$ cat src/common/lmu_pkg.sv
/*
 * Shared constants and types for the LED mode and user register bank.
 * Assumes an 8-bit register space reached over a plain strobe port.
 */
package lmu_pkg;

    // Register offsets
    localparam logic [7:0] LMU_ADDR_GCTL9   = 8'h0b;
    localparam logic [7:0] LMU_ADDR_RSVD_C  = 8'h0c;
    localparam logic [7:0] LMU_ADDR_USER1   = 8'h0d;
    localparam logic [7:0] LMU_ADDR_USER2   = 8'h0e;
    localparam logic [7:0] LMU_ADDR_USER3   = 8'h0f;

    // Field positions in global control 9
    localparam int LMU_BIT_TPID      = 0;
    localparam int LMU_BIT_LED_MODE  = 1;
    localparam int LMU_BIT_TEST_MODE = 4;
    localparam int LMU_BIT_PWR_SAVE  = 6;

    // Writable bits of global control 9 (bit 7 reads zero)
    localparam logic [7:0] LMU_GCTL9_WMASK = 8'h7f;
    // Reset value with the LED mode bit clear; strap fills it in later
    localparam logic [7:0] LMU_GCTL9_RESET = 8'h08;
    localparam logic [7:0] LMU_USER_RESET  = 8'h00;
    localparam logic [7:0] LMU_RSVD_VALUE  = 8'h00;
    localparam logic [7:0] LMU_UNMAPPED    = 8'h00;

    // Edges the strap chain needs before its last stage is valid
    localparam logic [1:0] LMU_STRAP_FILL  = 2'h3;

    // LED select codes, {high strap, mode bit}
    localparam logic [1:0] LMU_SEL_LA_FDX  = 2'h0;
    localparam logic [1:0] LMU_SEL_SPD_LA  = 2'h1;
    localparam logic [1:0] LMU_SEL_SPLIT   = 2'h2;

    // Per-port link state from the port logic
    typedef struct packed {
        logic link;    // Link up
        logic act;     // Activity
        logic fdx;     // Full duplex
        logic col;     // Collision
        logic spd100;  // 100 Mbps
    } lmu_port_stat_t;

    // Strap loader states
    typedef enum logic [2:0] {
        LMU_ST_FILL   = 3'b001,
        LMU_ST_SETTLE = 3'b010,
        LMU_ST_RUN    = 3'b100
    } lmu_state_t;

endpackage

$ cat src/design/lmu_led_map.sv
/*
 * Combinational LED mapping for one port.
 * Assumes status inputs come from logic on the same clock.
 */
`timescale 1ns/1ps
module lmu_led_map
    import lmu_pkg::*;
(
    input  wire logic [1:0]     sel,   // {high strap, mode bit}
    input  wire lmu_port_stat_t stat,  // Port link state
    output logic      [3:0]     led    // Indicators 3..0, high = lit
);

    logic link_act;

    // Link/activity: lit on link, dark while traffic flows
    assign link_act = stat.link & ~stat.act;

    // Mapping per select code; unassigned outputs stay dark
    always_comb begin
        led = 4'h0;
        case (sel)
            LMU_SEL_LA_FDX: begin
                led[2] = link_act;
                led[1] = stat.fdx | stat.col;
                led[0] = stat.spd100;
            end
            LMU_SEL_SPD_LA: begin
                led[2] = link_act & stat.spd100;
                led[1] = link_act & ~stat.spd100;
                led[0] = stat.fdx;
            end
            LMU_SEL_SPLIT: begin
                led[3] = stat.act;
                led[2] = stat.link;
                led[1] = stat.fdx | stat.col;
                led[0] = stat.spd100;
            end
            default: led = 4'h0;
        endcase
    end

endmodule // lmu_led_map

$ cat src/design/lmu_regs.sv
/*
 * Upper global register bank: control 9, reserved byte and three user
 * scratch bytes, plus per-port LED outputs selected by mode and strap.
 * Assumes one 250 MHz clock, straps stable around reset release, and a
 * master that issues single-cycle read or write strobes.
 */
// Chosen here: strobed register access.
`timescale 1ns/1ps
module lmu_regs
    import lmu_pkg::*;
#(
    parameter int NPORTS = 3                        // Ports with LEDs
)(
    input  wire logic                  clk,         // 250 MHz clock
    input  wire logic                  nrst,        // Async reset
    input  wire logic [7:0]            addr,        // Register address
    input  wire logic [7:0]            wr_data,     // Write data
    input  wire logic                  wr_en,       // Write strobe
    input  wire logic                  rd_en,       // Read strobe
    output logic      [7:0]            rd_data,     // Read data, next cycle
    input  wire logic                  led_select_low_strap,  // Strap pin
    input  wire logic                  led_select_high_strap, // Strap pin
    input  wire lmu_port_stat_t [NPORTS-1:0] port_stat, // Port state
    output logic      [NPORTS-1:0]     port_indicator_0,  // LED0 per port
    output logic      [NPORTS-1:0]     port_indicator_1,  // LED1 per port
    output logic      [NPORTS-1:0]     port_indicator_2,  // LED2 per port
    output logic      [NPORTS-1:0]     port_indicator_3,  // LED3 per port
    output logic                       test_mode,   // Test mode enable
    output logic                       phy_power_save, // PHY power save
    output logic                       special_tpid_mode, // Tag mode bit
    output logic                       strap_done   // Straps taken
);

    // Refuse port counts the per-port outputs cannot carry
    if (NPORTS < 1 || NPORTS > 8) begin : g_bad_nports
        $error("lmu_regs: NPORTS must be 1 to 8");
    end

    lmu_state_t  state;
    lmu_state_t  next_state;
    logic [1:0]  fill_cnt;
    logic [1:0]  next_fill_cnt;
    logic [2:0]  sync_low;
    logic [2:0]  sync_high;
    logic [2:0]  next_sync_low;
    logic [2:0]  next_sync_high;
    logic        sel_high;
    logic        next_sel_high;
    logic [7:0]  gctl9;
    logic [7:0]  next_gctl9;
    logic [7:0]  user1;
    logic [7:0]  next_user1;
    logic [7:0]  user2;
    logic [7:0]  next_user2;
    logic [7:0]  user3;
    logic [7:0]  next_user3;
    logic [7:0]  next_rd_data;
    logic        next_strap_done;
    logic [NPORTS-1:0] next_led0;
    logic [NPORTS-1:0] next_led1;
    logic [NPORTS-1:0] next_led2;
    logic [NPORTS-1:0] next_led3;
    logic        low_agree;
    logic        high_agree;

    // Shift each strap one stage further along its chain
    always_comb begin
        next_sync_low  = {sync_low[1:0], led_select_low_strap};
        next_sync_high = {sync_high[1:0], led_select_high_strap};
    end

    // Three-stage strap synchronisers; only stages 2 and 3 are looked at
    always_ff @(posedge clk or negedge nrst) begin
        if (!nrst) begin
            sync_low  <= 3'h0;
            sync_high <= 3'h0;
        end else begin
            sync_low  <= next_sync_low;
            sync_high <= next_sync_high;
        end
    end

    // A strap still moving at release shows stages 2 and 3 apart; the
    // loader waits on these rather than trusting a fixed count
    assign low_agree  = (sync_low[1] == sync_low[2]);
    assign high_agree = (sync_high[1] == sync_high[2]);

    // Strap loader and register next values
    always_comb begin
        next_state      = state;
        next_fill_cnt   = fill_cnt;
        next_sel_high   = sel_high;
        next_gctl9      = gctl9;
        next_user1      = user1;
        next_user2      = user2;
        next_user3      = user3;
        next_strap_done = strap_done;
        case (state)
            LMU_ST_FILL: begin
                // Count the edges the chains need to fill after release
                next_fill_cnt = fill_cnt + 2'h1;
                if (fill_cnt == LMU_STRAP_FILL - 2'h1) begin
                    next_state = LMU_ST_SETTLE;
                end
            end
            LMU_ST_SETTLE: begin
                // Take the straps once both chains have settled
                if (low_agree && high_agree) begin
                    next_gctl9[LMU_BIT_LED_MODE] = sync_low[2];
                    next_sel_high   = sync_high[2];
                    next_strap_done = 1'b1;
                    next_state      = LMU_ST_RUN;
                end
            end
            LMU_ST_RUN: begin
                // Writes are taken only in RUN, earlier ones dropped, so none can race the strap load
                if (wr_en) begin
                    case (addr)
                        LMU_ADDR_GCTL9: begin
                            // Mode bit rewritable; test bit as given
                            next_gctl9 = wr_data & LMU_GCTL9_WMASK;
                        end
                        LMU_ADDR_USER1: next_user1 = wr_data;
                        LMU_ADDR_USER2: next_user2 = wr_data;
                        LMU_ADDR_USER3: next_user3 = wr_data;
                        default: ;  // Reserved byte ignores writes
                    endcase
                end
            end
            default: next_state = LMU_ST_FILL;
        endcase
    end

    // Register loader and control state; the mode bit resets clear and
    // the strap copy lands a few edges after release
    always_ff @(posedge clk or negedge nrst) begin
        if (!nrst) begin
            state      <= LMU_ST_FILL;
            fill_cnt   <= 2'h0;
            sel_high   <= 1'b0;
            gctl9      <= LMU_GCTL9_RESET;
            user1      <= LMU_USER_RESET;
            user2      <= LMU_USER_RESET;
            user3      <= LMU_USER_RESET;
            strap_done <= 1'b0;
        end else begin
            state      <= next_state;
            fill_cnt   <= next_fill_cnt;
            sel_high   <= next_sel_high;
            gctl9      <= next_gctl9;
            user1      <= next_user1;
            user2      <= next_user2;
            user3      <= next_user3;
            strap_done <= next_strap_done;
        end
    end

    // Read mux; data stands only in the cycle after the strobe
    // Reads are served from the first edge, even while straps load
    always_comb begin
        next_rd_data = 8'h00;
        if (rd_en) begin
            case (addr)
                LMU_ADDR_GCTL9:  next_rd_data = gctl9;
                LMU_ADDR_RSVD_C: next_rd_data = LMU_RSVD_VALUE;
                LMU_ADDR_USER1:  next_rd_data = user1;
                LMU_ADDR_USER2:  next_rd_data = user2;
                LMU_ADDR_USER3:  next_rd_data = user3;
                default:         next_rd_data = LMU_UNMAPPED;
            endcase
        end
    end

    // Per-port LED mapping, dark until the straps are taken
    // Gating on strap_done keeps a half-loaded select off the pins
    generate
        for (genvar p = 0; p < NPORTS; p++) begin : g_port
            logic [3:0] led;
            lmu_led_map u_map (
                .sel  ({sel_high, gctl9[LMU_BIT_LED_MODE]}),
                .stat (port_stat[p]),
                .led  (led)
            );
            assign next_led0[p] = strap_done & led[0];
            assign next_led1[p] = strap_done & led[1];
            assign next_led2[p] = strap_done & led[2];
            assign next_led3[p] = strap_done & led[3];
        end
    endgenerate

    // Output registers
    // Control outputs take the next value, so they move at the write edge
    always_ff @(posedge clk or negedge nrst) begin
        if (!nrst) begin
            rd_data           <= 8'h00;
            port_indicator_0  <= '0;
            port_indicator_1  <= '0;
            port_indicator_2  <= '0;
            port_indicator_3  <= '0;
            test_mode         <= 1'b0;
            phy_power_save    <= 1'b0;
            special_tpid_mode <= 1'b0;
        end else begin
            rd_data           <= next_rd_data;
            port_indicator_0  <= next_led0;
            port_indicator_1  <= next_led1;
            port_indicator_2  <= next_led2;
            port_indicator_3  <= next_led3;
            test_mode         <= next_gctl9[LMU_BIT_TEST_MODE];
            phy_power_save    <= next_gctl9[LMU_BIT_PWR_SAVE];
            special_tpid_mode <= next_gctl9[LMU_BIT_TPID];
        end
    end

endmodule // lmu_regs

$ cat config.mk
export PLATFORM = sky130hd
export DESIGN_NAME = lmu_regs
export DESIGN_NICKNAME = d
export VERILOG_FILES = /design/src/common/lmu_pkg.sv /design/src/design/lmu_led_map.sv /design/src/design/lmu_regs.sv
export SDC_FILE = /design/constraint.sdc
export NUM_CORES = 1
export LEC_CHECK = 0
export ABC_AREA = 1
export ABC_CLOCK_PERIOD_IN_PS = 2400
export CAP_MARGIN = 20
export CORE_ASPECT_RATIO = 0.7
export CORE_MARGIN = 5
export CORE_UTILIZATION = 40
export CTS_BUF_LIST = sky130_fd_sc_hd__clkbuf_8
export DETAILED_ROUTE_END_ITERATION = 8
export DONT_BUFFER_PORTS = 1
export PLACE_DENSITY = 0.52
export SYNTH_ARGS = -nofsm -noshare
export SYNTH_HDL_FRONTEND = slang
export SYNTH_HIERARCHICAL = 1
export SYNTH_SLANG_ARGS = --single-unit
$ cat constraint.sdc
create_clock -name clk -period 2.4 [get_ports clk]
set_input_delay 0.72 -clock clk [delete_from_list [all_inputs] [get_ports clk]]
set_output_delay 0.72 -clock clk [all_outputs]
set_load 0.01 [all_outputs]
# Yosys cells after proc, flatten, opt, wreduce, memory -nomap -nowiden
# Cells that the tools add are included.
dict set report totals {
  in_bits 37
  output_inout_bits 24
  elab_cells 95
  register_bits 67
}
dict set report classes {
  n_addsub 1
  bitwise 31
  n_eq_ne 16
  mux 17
  reduce_logical 10
}
# cell count
set op_table {}
lappend op_table {{$pmux 3 s3} 4}
lappend op_table {{$eq 8x4->1 const B} 4}
lappend op_table {{$pmux 8 s4} 1}
lappend op_table {{$and 1x1->1} 21}
lappend op_table {{$reduce_and 3->1} 5}
lappend op_table {{$mux 7} 2}
lappend op_table {{$mux 8} 1}
lappend op_table {{$ne 2x2->1 const B} 4}
lappend op_table {{$not 1->1} 7}
lappend op_table {{$mux 3} 2}
lappend op_table {{$mux 1} 5}
lappend op_table {{$mux 5} 1}
lappend op_table {{$eq 2x2->1 const B} 2}
lappend op_table {{$reduce_and 4->1} 1}
lappend op_table {{$eq 3x1->1 const B} 1}
lappend op_table {{$eq 3x2->1 const B} 1}
lappend op_table {{$eq 3x3->1 const B} 1}
lappend op_table {{$or 1x1->1} 3}
lappend op_table {{$add 2x1->2 const B} 1}
lappend op_table {{$eq 1x1->1} 2}
lappend op_table {{$eq 2x1->1 const B} 1}
lappend op_table {{$logic_not 2->1} 1}
lappend op_table {{$pmux 1 s2} 1}
lappend op_table {{$reduce_and 2->1} 1}
lappend op_table {{other kinds (2)} 2}

# Depth between registers and ports, before layout
# Gate-level depths: netlist of the first run.
dict set report logic_depth {
  word_depth 5
  depth_mapped 9
  depth_no_buf 9
}

# Modules after synthesis
# The synthesis of the first run kept the hierarchy.
# module n_inst cells_per_inst area_per_inst_um2 seq_area_each_um2
set by_module_without_submodules {}
lappend by_module_without_submodules {lmu_regs 1 287 2780.2 1604.0}
lappend by_module_without_submodules {lmu_led_map 3 17 90.1 0.0}

# Worst setup path after synthesis of the first run
# OpenSTA, ideal clock, no wires.
dict set report synth_path {
  path_type {input to register}
  startpoint {input addr[3]}
  endpoint {register user2[6]}
  path_buffers 1
  stages 6
  setup_ns 0.120
  t_required_ns 2.280
  t_arrival_ns 1.493
  setup_slack_ns 0.787
  cell_sequence {nand2_2 > nor3_4 > nand3_4 > buf_6 > nand2_2 > o21ai_2}
}
dict set report synth_via {
  elab_chain_cells 2
}
# item line
set synth_rtl {}
lappend synth_rtl {{from (decl)} lmu_regs.sv:16} ;# input wire logic [7:0] addr,
lappend synth_rtl {{$eq 8x4->1} lmu_regs.sv:118} ;# case (addr)
lappend synth_rtl {{$reduce_and 3->1 (no source line)} n/a}
lappend synth_rtl {{to (signal assigned)} lmu_regs.sv:152} ;# user2 <= next_user2;
lappend synth_rtl {{to (decl)} lmu_regs.sv:53} ;# logic [7:0] user2;
# Every way passes these cells.
# A chain may end at the register's enable or synchronous reset.

# Worst setup path in the final report of the first run
dict set report layout_path {
  startpoint {register strap_done}
  endpoint {output strap_done}
}
# item line
set layout_lines {}
lappend layout_lines {{from (decl)} lmu_regs.sv:31} ;# output logic strap_done
lappend layout_lines {{from (signal assigned)} lmu_regs.sv:154} ;# strap_done <= next_strap_done;
# No word-level cell between the ends.

==> reports/results.txt, run 1 <==
status = complete, no violations
CTS tree = built
unrepaired setup endpoints after global routing = no
Cell Pwr Density = 857 mW/mm^2
routed wire length per instance = 14.1 um
GRT Residual Overflow = 0
CTS clk-pin slew, worst paths = 70 ps
clk_skew = 6.35 ps
CP Data Required Time = 1680 ps
count of cell types in the netlist = 29
Final Setup Violations = 0
count leader, synth = nand2_1
Residual DRC = 0
Mapped Area = 0.00305 mm^2
Yosys reg bits = 64
DRT Pass-1 Iters = 4
Final period util = 74.1%
GRT Overall Usage = 14.4%
worst slew pin tran = 648 ps
Slew Limit Fails = 0
share of cells above drive strength 1 = 20.1%
Rows = 26
number of global-route vias before repair = 2010
syn avg cell area = 9.02 um^2
Seq. cell area = 0.00160 mm^2
Core Box Area = 0.00735 mm^2
Worst Setup Start Kind = register
PortBufs = 0
final setup TNS = 0 ps
root cell of the clock tree = clkbuf_8
R2R setup slack = 950 ps
synth top area cells = dfrtp_1 (51%), nand2_1 (11%), o21ai_2 (6.6%), inv_1 (5.4%), nand3_1 (5.3%)
number of flops mapped to enable cells by yosys = 0
RePlAce Congestion = 0.739
Initial Util = 41.5%
Max-cap violations = 0
ys async rst share = 100%
Yosys top cell area share = 50.9%
TritonCTS buffer count = 9
CP endpoint kind = output pin
hold crit path type = primary input to asynchronous set/reset pin
worst r2r dst = user2[3]
Fmax achieved = 0.562 GHz
die area = 0.00950 mm^2
layout overhead on the synthesized area = 9.60%
DP HPWL = 4320 um
clock tree sinks = 64
post-CTS setup buffer count = 0
Slew HR = 56.8%
H-Tree Depth = 3
fin nets = 382
Overall Power = 2.86 mW
Worst R2R Path Depth = 6
Ys Warns = 6
Worst Path Arrival = 1060 ps
Worst Setup Path Type = register to output pin
antenna-violating nets left = 0
worst r2r src = state[1]
cells after synthesis = 338
Max rail drop VDD = 0.000445 V
synth cell count leaders = nand2_1 (92), dfrtp_1 (62), inv_1 (44)
largest net degree at the start of global routing = 65
area leader, netlist = dfrtp_1
antenna cells = 0
DR iter-0 viols = 93
Vias = 2087
overall die width = 114 um
Synth Flop Type = dfrtp_1
drt total wl = 6290 um
area of the multi-input gates = 0.00121 mm^2
post-CTS sizing = 0
crit path time final = 1780 ps
Final Hold Violating Endpoints = 0
Lkg Pwr = 1.77 nW
CP max FO = 14
sequential share of the synthesized area = 52.6%
average vias per placed instance = 4.67
first-pass GRT wire length = 10700 um
# fillers = 752
Max Buffers Root-to-Sink = 2
Mapped Nets = 376
Die Span Y = 83.1 um
IO Count = 61
Post-CTS Hold Buffers = 0
initial antenna violation count = 0
clock latency on the worst-skew pair = 340 ps
[flip-flops by register name (all words and copies together) (netlist names)]
register / count
gctl9: 7
state: 3
port_indicator_0: 3
port_indicator_2: 3
rd_data: 8
user1: 8
sync_low: 3
sync_high: 3
user3: 8
port_indicator_1: 3
user2: 8
strap_done: 1
port_indicator_3: 3
fill_cnt: 2
sel_high: 1
[metal layers]
layer | routed length (um) | up-vias | part of all wire (%) | GRT usage [%]
li1 | - | 1075 | - | -
met1 | 3190 | 963 | 51 | 21.1
met2 | 2740 | 40 | 44 | 19.8
met3 | 292 | 9 | 4.6 | 5.09
met4 | 66 | 0 | 1.0 | 4.85
met5 | 0 | - | 0 | 0
[cell type report]
type,instances,share of cell area [%]
Inverter,47,5.31
Clock inverter,4,1.53
Tap cell,98,3.67
Multi-Input combinational cell,220,36.1
Sequential cell,64,48.0
Clock buffer,12,4.94
Timing Repair Buffer,2,0.449
[report_power, final]
| part | leakage, nW | internal (mW) | switching, mW | total [mW] |
|---|---|---|---|---|
| clock | 0.109 | 0.564 | 0.404 | 0.969 |
| combinational | 0.813 | 0.173 | 0.264 | 0.437 |
| sequential | 0.846 | 1.24 | 0.220 | 1.46 |
| total | 1.77 | 1.98 | 0.888 | 2.86 |
[logic make-up (layout without fill, tap and decap cells)]
logic type | after synthesis | count (layout) | share of synthesized area, %
simple gates | 170 | 170 | 27.3
fa+ha+maj | 1 | 1 | 0.410
xor+xnor | 3 | 3 | 0.862
buf+inv | 54 | 65 | 7.83
compound gates | 46 | 46 | 11.0
flops | 64 | 64 | 52.6
[worst max path at each step]
stage                          start  cells past startpoint          to  slack [ps]
final                     strap_done                      0  strap_done         620
after CTS                 strap_done                      0  strap_done         610
after global routing      strap_done                      0  strap_done         550
after floorplan              addr[3]                      6    user2[6]         790
after global placement       addr[7]                      6    user2[5]         520
after detailed placement     addr[7]                      6    user2[4]         510
[layout by cell type (no fill, tap or decap), drive strengths merged, types with 2 or more instances in the layout]
master  Yosys  routed
nand2     102     102
dfrtp      62      62
inv        46      46
o21ai      39      39
nand3      36      36
nor2       30      30
clkbuf      1      12
a21oi       3       3
o21bai      3       3
clkinv      1       3
xnor2       2       2
dfstp       2       2
buf         6       2
nor3        2       2
[metrics by stage]
stage | area [um^2] | instances | hold WS [ps] | setup slack (ps) | util (%)
floorplan | 3050 | 338 | 331 | 787 | -
global placement | 3130 | 431 | 334 | 515 | 42.5
detailed placement | 3130 | 431 | 337 | 510 | 42.5
CTS | 3340 | 447 | 49.4 | 614 | 45.5
global route | 3340 | 447 | 38.3 | 555 | 45.5
finish | 3340 | 447 | 68.0 | 621 | 45.5
Power figures use the tool's default switching activity.
==> run 2, diff against run 1 <==
--- a/config.mk
+++ b/config.mk
@@ -6,7 +6,7 @@
 export NUM_CORES = 1
 export LEC_CHECK = 0
 export ABC_AREA = 1
-export ABC_CLOCK_PERIOD_IN_PS = 2400
+export ABC_CLOCK_PERIOD_IN_PS = 1800
 export CAP_MARGIN = 20
 export CORE_ASPECT_RATIO = 0.7
 export CORE_MARGIN = 5
==> constraint.sdc (replaced) <==
create_clock -name clk -period 1.8 [get_ports clk]
set_input_delay 0.54 -clock clk [delete_from_list [all_inputs] [get_ports clk]]
set_output_delay 0.54 -clock clk [all_outputs]
set_load 0.01 [all_outputs]
==> run 2 against run 1 <==
- the run now ends with hold timing left
- clock skew fell by 0.77 ps
- die area stayed put
- worst setup slack lost 400 ps
- sequential cell count is the same
- sequential share of layout area fell by 0.57 points
- total power is 32% higher
- sequential power is 30% higher
- critical path type unchanged
- largest power group unchanged
==> reports/results.txt, run 2 (same netlist as run 1, synthesis figures left out) <==
status = finished, violations left
failing checks = hold timing
crit path time final = 1580 ps
TritonCTS buffer count = 9
clock tree sinks = 64
Final Setup Violations = 0
CP Data Required Time = 1260 ps
largest net degree at the start of global routing = 65
switching share of power = 31.3%
Max-cap violations = 0
Residual DRC = 0
root cell of the clock tree = clkbuf_8
most frequent cells in the layout = nand2_1 (92), dfrtp_1 (62), inv_1 (46)
RePlAce Congestion = 0.755
area of the multi-input gates = 0.00121 mm^2
antenna-violating nets left = 0
hold_ws = -106 ps
GRT Overall Usage = 14.9%
DRT Pass-1 Iters = 6
layout overhead on the synthesized area = 10.9%
Slew HR = 61.6%
Vias = 2170
initial antenna violation count = 0
Rows = 26
GRT Residual Overflow = 0
P_int = 2.60 mW
fin nets = 388
Final Hold Violating Endpoints = 62
number of global-route vias before repair = 2078
PortBufs = 0
Worst Setup Path Type = register to output pin
Initial Util = 41.5%
routed wire length per instance = 14.5 um
DP HPWL = 4540 um
IO Count = 61
clk_skew = 5.58 ps
average vias per placed instance = 4.79
unrepaired setup endpoints after global routing = no
H-Tree Depth = 3
overall die width = 114 um
worst slew pin tran = 576 ps
CP max FO = 14
Max Buffers Root-to-Sink = 2
Fmax achieved = 0.633 GHz
first-pass GRT wire length = 10900 um
clock power share = 32.6%
antenna cells = 0
Die Span Y = 83.1 um
fin area = 0.00338 mm^2
Core Box Area = 0.00735 mm^2
Worst Setup Start Kind = register
Lkg Pwr = 1.81 nW
Seq. cell area = 0.00160 mm^2
CP endpoint kind = output pin
CTS clk-pin slew, worst paths = 70 ps
Cell Pwr Density = 1120 mW/mm^2
clock latency on the worst-skew pair = 330 ps
hold crit path type = primary input to asynchronous set/reset pin
# fillers = 722
share of cells above drive strength 1 = 20.8%
Max rail drop VDD = 0.000601 V
most common cell after layout, fill and taps aside = nand2_1
die area = 0.00950 mm^2
final setup TNS = 0 ps
Comb power frac = 17.3%
Placed Area = 0.00318 mm^2
Seq pwr share = 50.1%
CTS tree = built
Slew Limit Fails = 0
Final period util = 87.8%
drt total wl = 6580 um
DR iter-0 viols = 88
Net Switching = 1.19 mW
Worst Path Arrival = 1040 ps
==> run 2: through the flow <==
stage | worst slack, ps | power [mW] | util, % | hold slack, ps | instances
2_1_floorplan | 367 | 2.40 | - | 244 | 338
3_3_place_gp | 234 | 2.57 | 43.3 | 246 | 437
3_5_place_dp | 232 | 2.60 | 43.3 | 246 | 437
4_1_cts | 196 | 3.84 | 46.0 | -124 | 453
5_1_grt | 139 | 4.03 | 46.0 | -138 | 453
6_report | 219 | 3.79 | 46.0 | -106 | 453
==> run 2: timing repair <==
item / CTS / global route
hold endpoints to repair: 62 / 62
gates resized for setup: 0 / 0
setup endpoints to repair: 0 / 0
setup buffers: 0 / 0
==> run 2: worst paths after layout <==
check / startpoint / to / slack (ps) / cells past startpoint
min in group clk: led_select_high_strap / sync_high[0] / 230 / 0
max in group asynchronous: nrst / gctl9[3] / 1700 / 0
worst min-delay path: nrst / gctl9[5] / -110 / 0
worst max register to register: state[1] / user1[4] / 340 / 6
worst max-delay path: strap_done / strap_done / 220 / 0
worst min register to register: sync_low[0] / sync_low[1] / 350 / 0
==> run 2: area by class of cell <==
| type | count | area share (%) |
|---|---|---|
| multi-input combinational | 220 | 35.7 |
| clock buffer | 11 | 4.47 |
| timing repair buffer | 8 | 2.14 |
| clock inverter | 5 | 1.41 |
| tap | 98 | 3.62 |
| inverter | 47 | 5.25 |
| sequential | 64 | 47.4 |
==> run 2: layer usage <==
layer	up-vias	GRT usage [%]	wire length, um
met2	48	21.3	2960
li1	1086	-	-
met4	0	6.15	155
met5	-	0	0
met3	13	5.45	310
met1	1023	20.2	3150
==> run 2: power by group through the flow <==
stage	clock, mW	sequential (mW)	combinational [mW]
4_1_cts	1.27	1.91	0.663
3_3_place_gp	0	1.92	0.646
2_1_floorplan	0	1.87	0.526
5_1_grt	1.34	1.93	0.766
6_report	1.23	1.90	0.657
3_5_place_dp	0	1.94	0.661
==> run 3, diff against run 2 <==
--- a/config.mk
+++ b/config.mk
@@ -6,7 +6,7 @@
 export NUM_CORES = 1
 export LEC_CHECK = 0
 export ABC_AREA = 1
-export ABC_CLOCK_PERIOD_IN_PS = 1800
+export ABC_CLOCK_PERIOD_IN_PS = 1450
 export CAP_MARGIN = 20
 export CORE_ASPECT_RATIO = 0.7
 export CORE_MARGIN = 5
@@ -14,7 +14,7 @@
 export CTS_BUF_LIST = sky130_fd_sc_hd__clkbuf_8
 export DETAILED_ROUTE_END_ITERATION = 8
 export DONT_BUFFER_PORTS = 1
-export PLACE_DENSITY = 0.52
+export PLACE_DENSITY = 0.54
 export SYNTH_ARGS = -nofsm -noshare
 export SYNTH_HDL_FRONTEND = slang
 export SYNTH_HIERARCHICAL = 1
==> constraint.sdc (replaced) <==
create_clock -name clk -period 1.45 [get_ports clk]
set_input_delay 0.435 -clock clk [delete_from_list [all_inputs] [get_ports clk]]
set_output_delay 0.435 -clock clk [all_outputs]
set_load 0.01 [all_outputs]
==> run 3 against run 2 <==
- the flow still finishes with violations (hold timing)
- global-route usage is 0.76 points higher
- non-clock buffer count increased by 10
- first-iteration DRC count rose by 45%
- clock skew rose by 0.85 ps
- design area up 2.6%
- cell count grew 2.2%
- utilization increased by 1.2 points
- critical path depth increased by 8
- worst hold slack got worse by 120 ps
- critical path type is now register to register
- highest routed layer unchanged
==> reports/results.txt, run 3 (same netlist as run 1, synthesis figures left out) <==
layout overhead on the synthesized area = 13.8%
worst slew pin tran = 392 ps
CP max FO = 9
share of cells above drive strength 1 = 23.6%
root cell of the clock tree = clkbuf_8
CP Cell Sequence = inv_1, nand3_4, nor2_8, buf_4, nand2_8, nand2_1, nand3_1, nand2_1
Worst Setup Path Type = register to register
clk_skew = 6.43 ps
average vias per placed instance = 4.66
Initial Util = 41.5%
Die Span Y = 83.1 um
pre-CTS setup slack = 29.0 ps
DRT Pass-1 Iters = 4
Rows = 26
antenna cells = 0
DP HPWL = 4660 um
status = finished, violations left
Final Setup Violations = 0
Core Box Area = 0.00735 mm^2
routed wire length per instance = 14.6 um
Final period util = 93.0%
overall die width = 114 um
largest net degree at the start of global routing = 65
Lkg Pwr = 1.84 nW
CP Data Required Time = 1680 ps
CP endpoint kind = register
H-Tree Depth = 3
cell family with most CP delay = flip-flops
Max-cap violations = 0
fin nets = 398
Cell Pwr Density = 1330 mW/mm^2
Slew Limit Fails = 0
most frequent cells in the layout = nand2_1 (92), dfrtp_1 (62), inv_1 (44)
Overall Power = 4.62 mW
RePlAce Congestion = 0.750
drt total wl = 6740 um
hold_ws = -223 ps
Crit path largest cell delay = 540 ps
first-pass GRT wire length = 11400 um
R2R setup slack = 100 ps
Fmax achieved = 0.742 GHz
Worst Setup Start Kind = register
antenna-violating nets left = 0
worst r2r dst = gctl9[1]
Seq. cell area = 0.00160 mm^2
Final WS setup = 102 ps
unrepaired setup endpoints after global routing = no
TritonCTS buffer count = 9
Final Hold Violating Endpoints = 64
Worst Path Arrival = 1580 ps
Slew HR = 73.9%
DR iter-0 viols = 128
Max Buffers Root-to-Sink = 2
hold crit path type = primary input to asynchronous set/reset pin
GRT Overall Usage = 15.6%
crit path time final = 1350 ps
slowest CP cell = dfstp_2
area of the multi-input gates = 0.00122 mm^2
CP bufs+invs = 2
IO Count = 61
Residual DRC = 0
Max rail drop VDD = 0.000624 V
PortBufs = 0
GRT Residual Overflow = 0
# fillers = 746
CTS tree = built
CTS clk-pin slew, worst paths = 70 ps
clock tree sinks = 64
CP dominant cell by count = nand2_1
worst r2r src = state[0]
initial antenna violation count = 0
die area = 0.00950 mm^2
clock latency on the worst-skew pair = 350 ps
Vias = 2158
final setup TNS = 0 ps
failing checks = hold timing
number of global-route vias before repair = 2183
most common cell after layout, fill and taps aside = nand2_1
Worst R2R Path Depth = 8
Finished Core Util = 47.2%
==> run 3: repair_timing <==
action                                  in CTS  in global routing
endpoints found under the setup margin       0                  9
endpoints found under the hold margin       64                 64
resized for setup                            0                  3
buffers inserted                             0                  7
==> run 3: per-layer routing <==
metal | up-vias | GRT usage [%] | routed length, um
met3 | 6 | 8.65 | 547
li1 | 1105 | - | -
met4 | 0 | 4.21 | 54
met5 | - | 0 | 0
met2 | 51 | 22.6 | 2980
met1 | 996 | 20.2 | 3160
==> run 3: where the power goes <==
part	switching, mW	total, mW	internal, mW
Clock	0.666	1.41	0.745
Combinational	0.560	0.893	0.333
Sequential	0.261	2.32	2.05
Total	1.49	4.62	3.13
==> run 3: worst max-delay path by stage <==
stage	start	endpoint	slack, ps	cells after the start
3_3_place_gp	addr[7]	user3[2]	50	6
6_report	state[0]	gctl9[1]	100	8
4_1_cts	state[1]	user1[1]	30	6
2_1_floorplan	addr[3]	user2[6]	120	6
3_5_place_dp	addr[5]	rd_data[5]	30	8
5_1_grt	state[0]	user3[1]	2	7
==> run 3: worst reg2reg max path, cell delays in order (launching register included) <==
cell and delay [ps]:
dfstp_2 540, inv_1 70, nand3_4 90, nor2_8 60, buf_4 150, nand2_8 110, nand2_1 80, nand3_1 80
nand2_1 50
==> run 3: cell type report <==
class	count	share of cell area (%)
well taps	98	3.53
inverters	47	5.12
multi-input cells	220	35.2
flip-flops and latches	64	46.2
repair buffers	18	4.61
clock buffers	12	4.76
clock inverters	4	0.541
==> run 3: per-stage QoR <==
| stage | std cells | instance area, um^2 |
|---|---|---|
| finish | 463 | 3470 |
| floorplan | 338 | 3050 |
| CTS | 456 | 3390 |
| global route | 463 | 3470 |
| global placement | 440 | 3210 |
| detailed placement | 440 | 3210 |
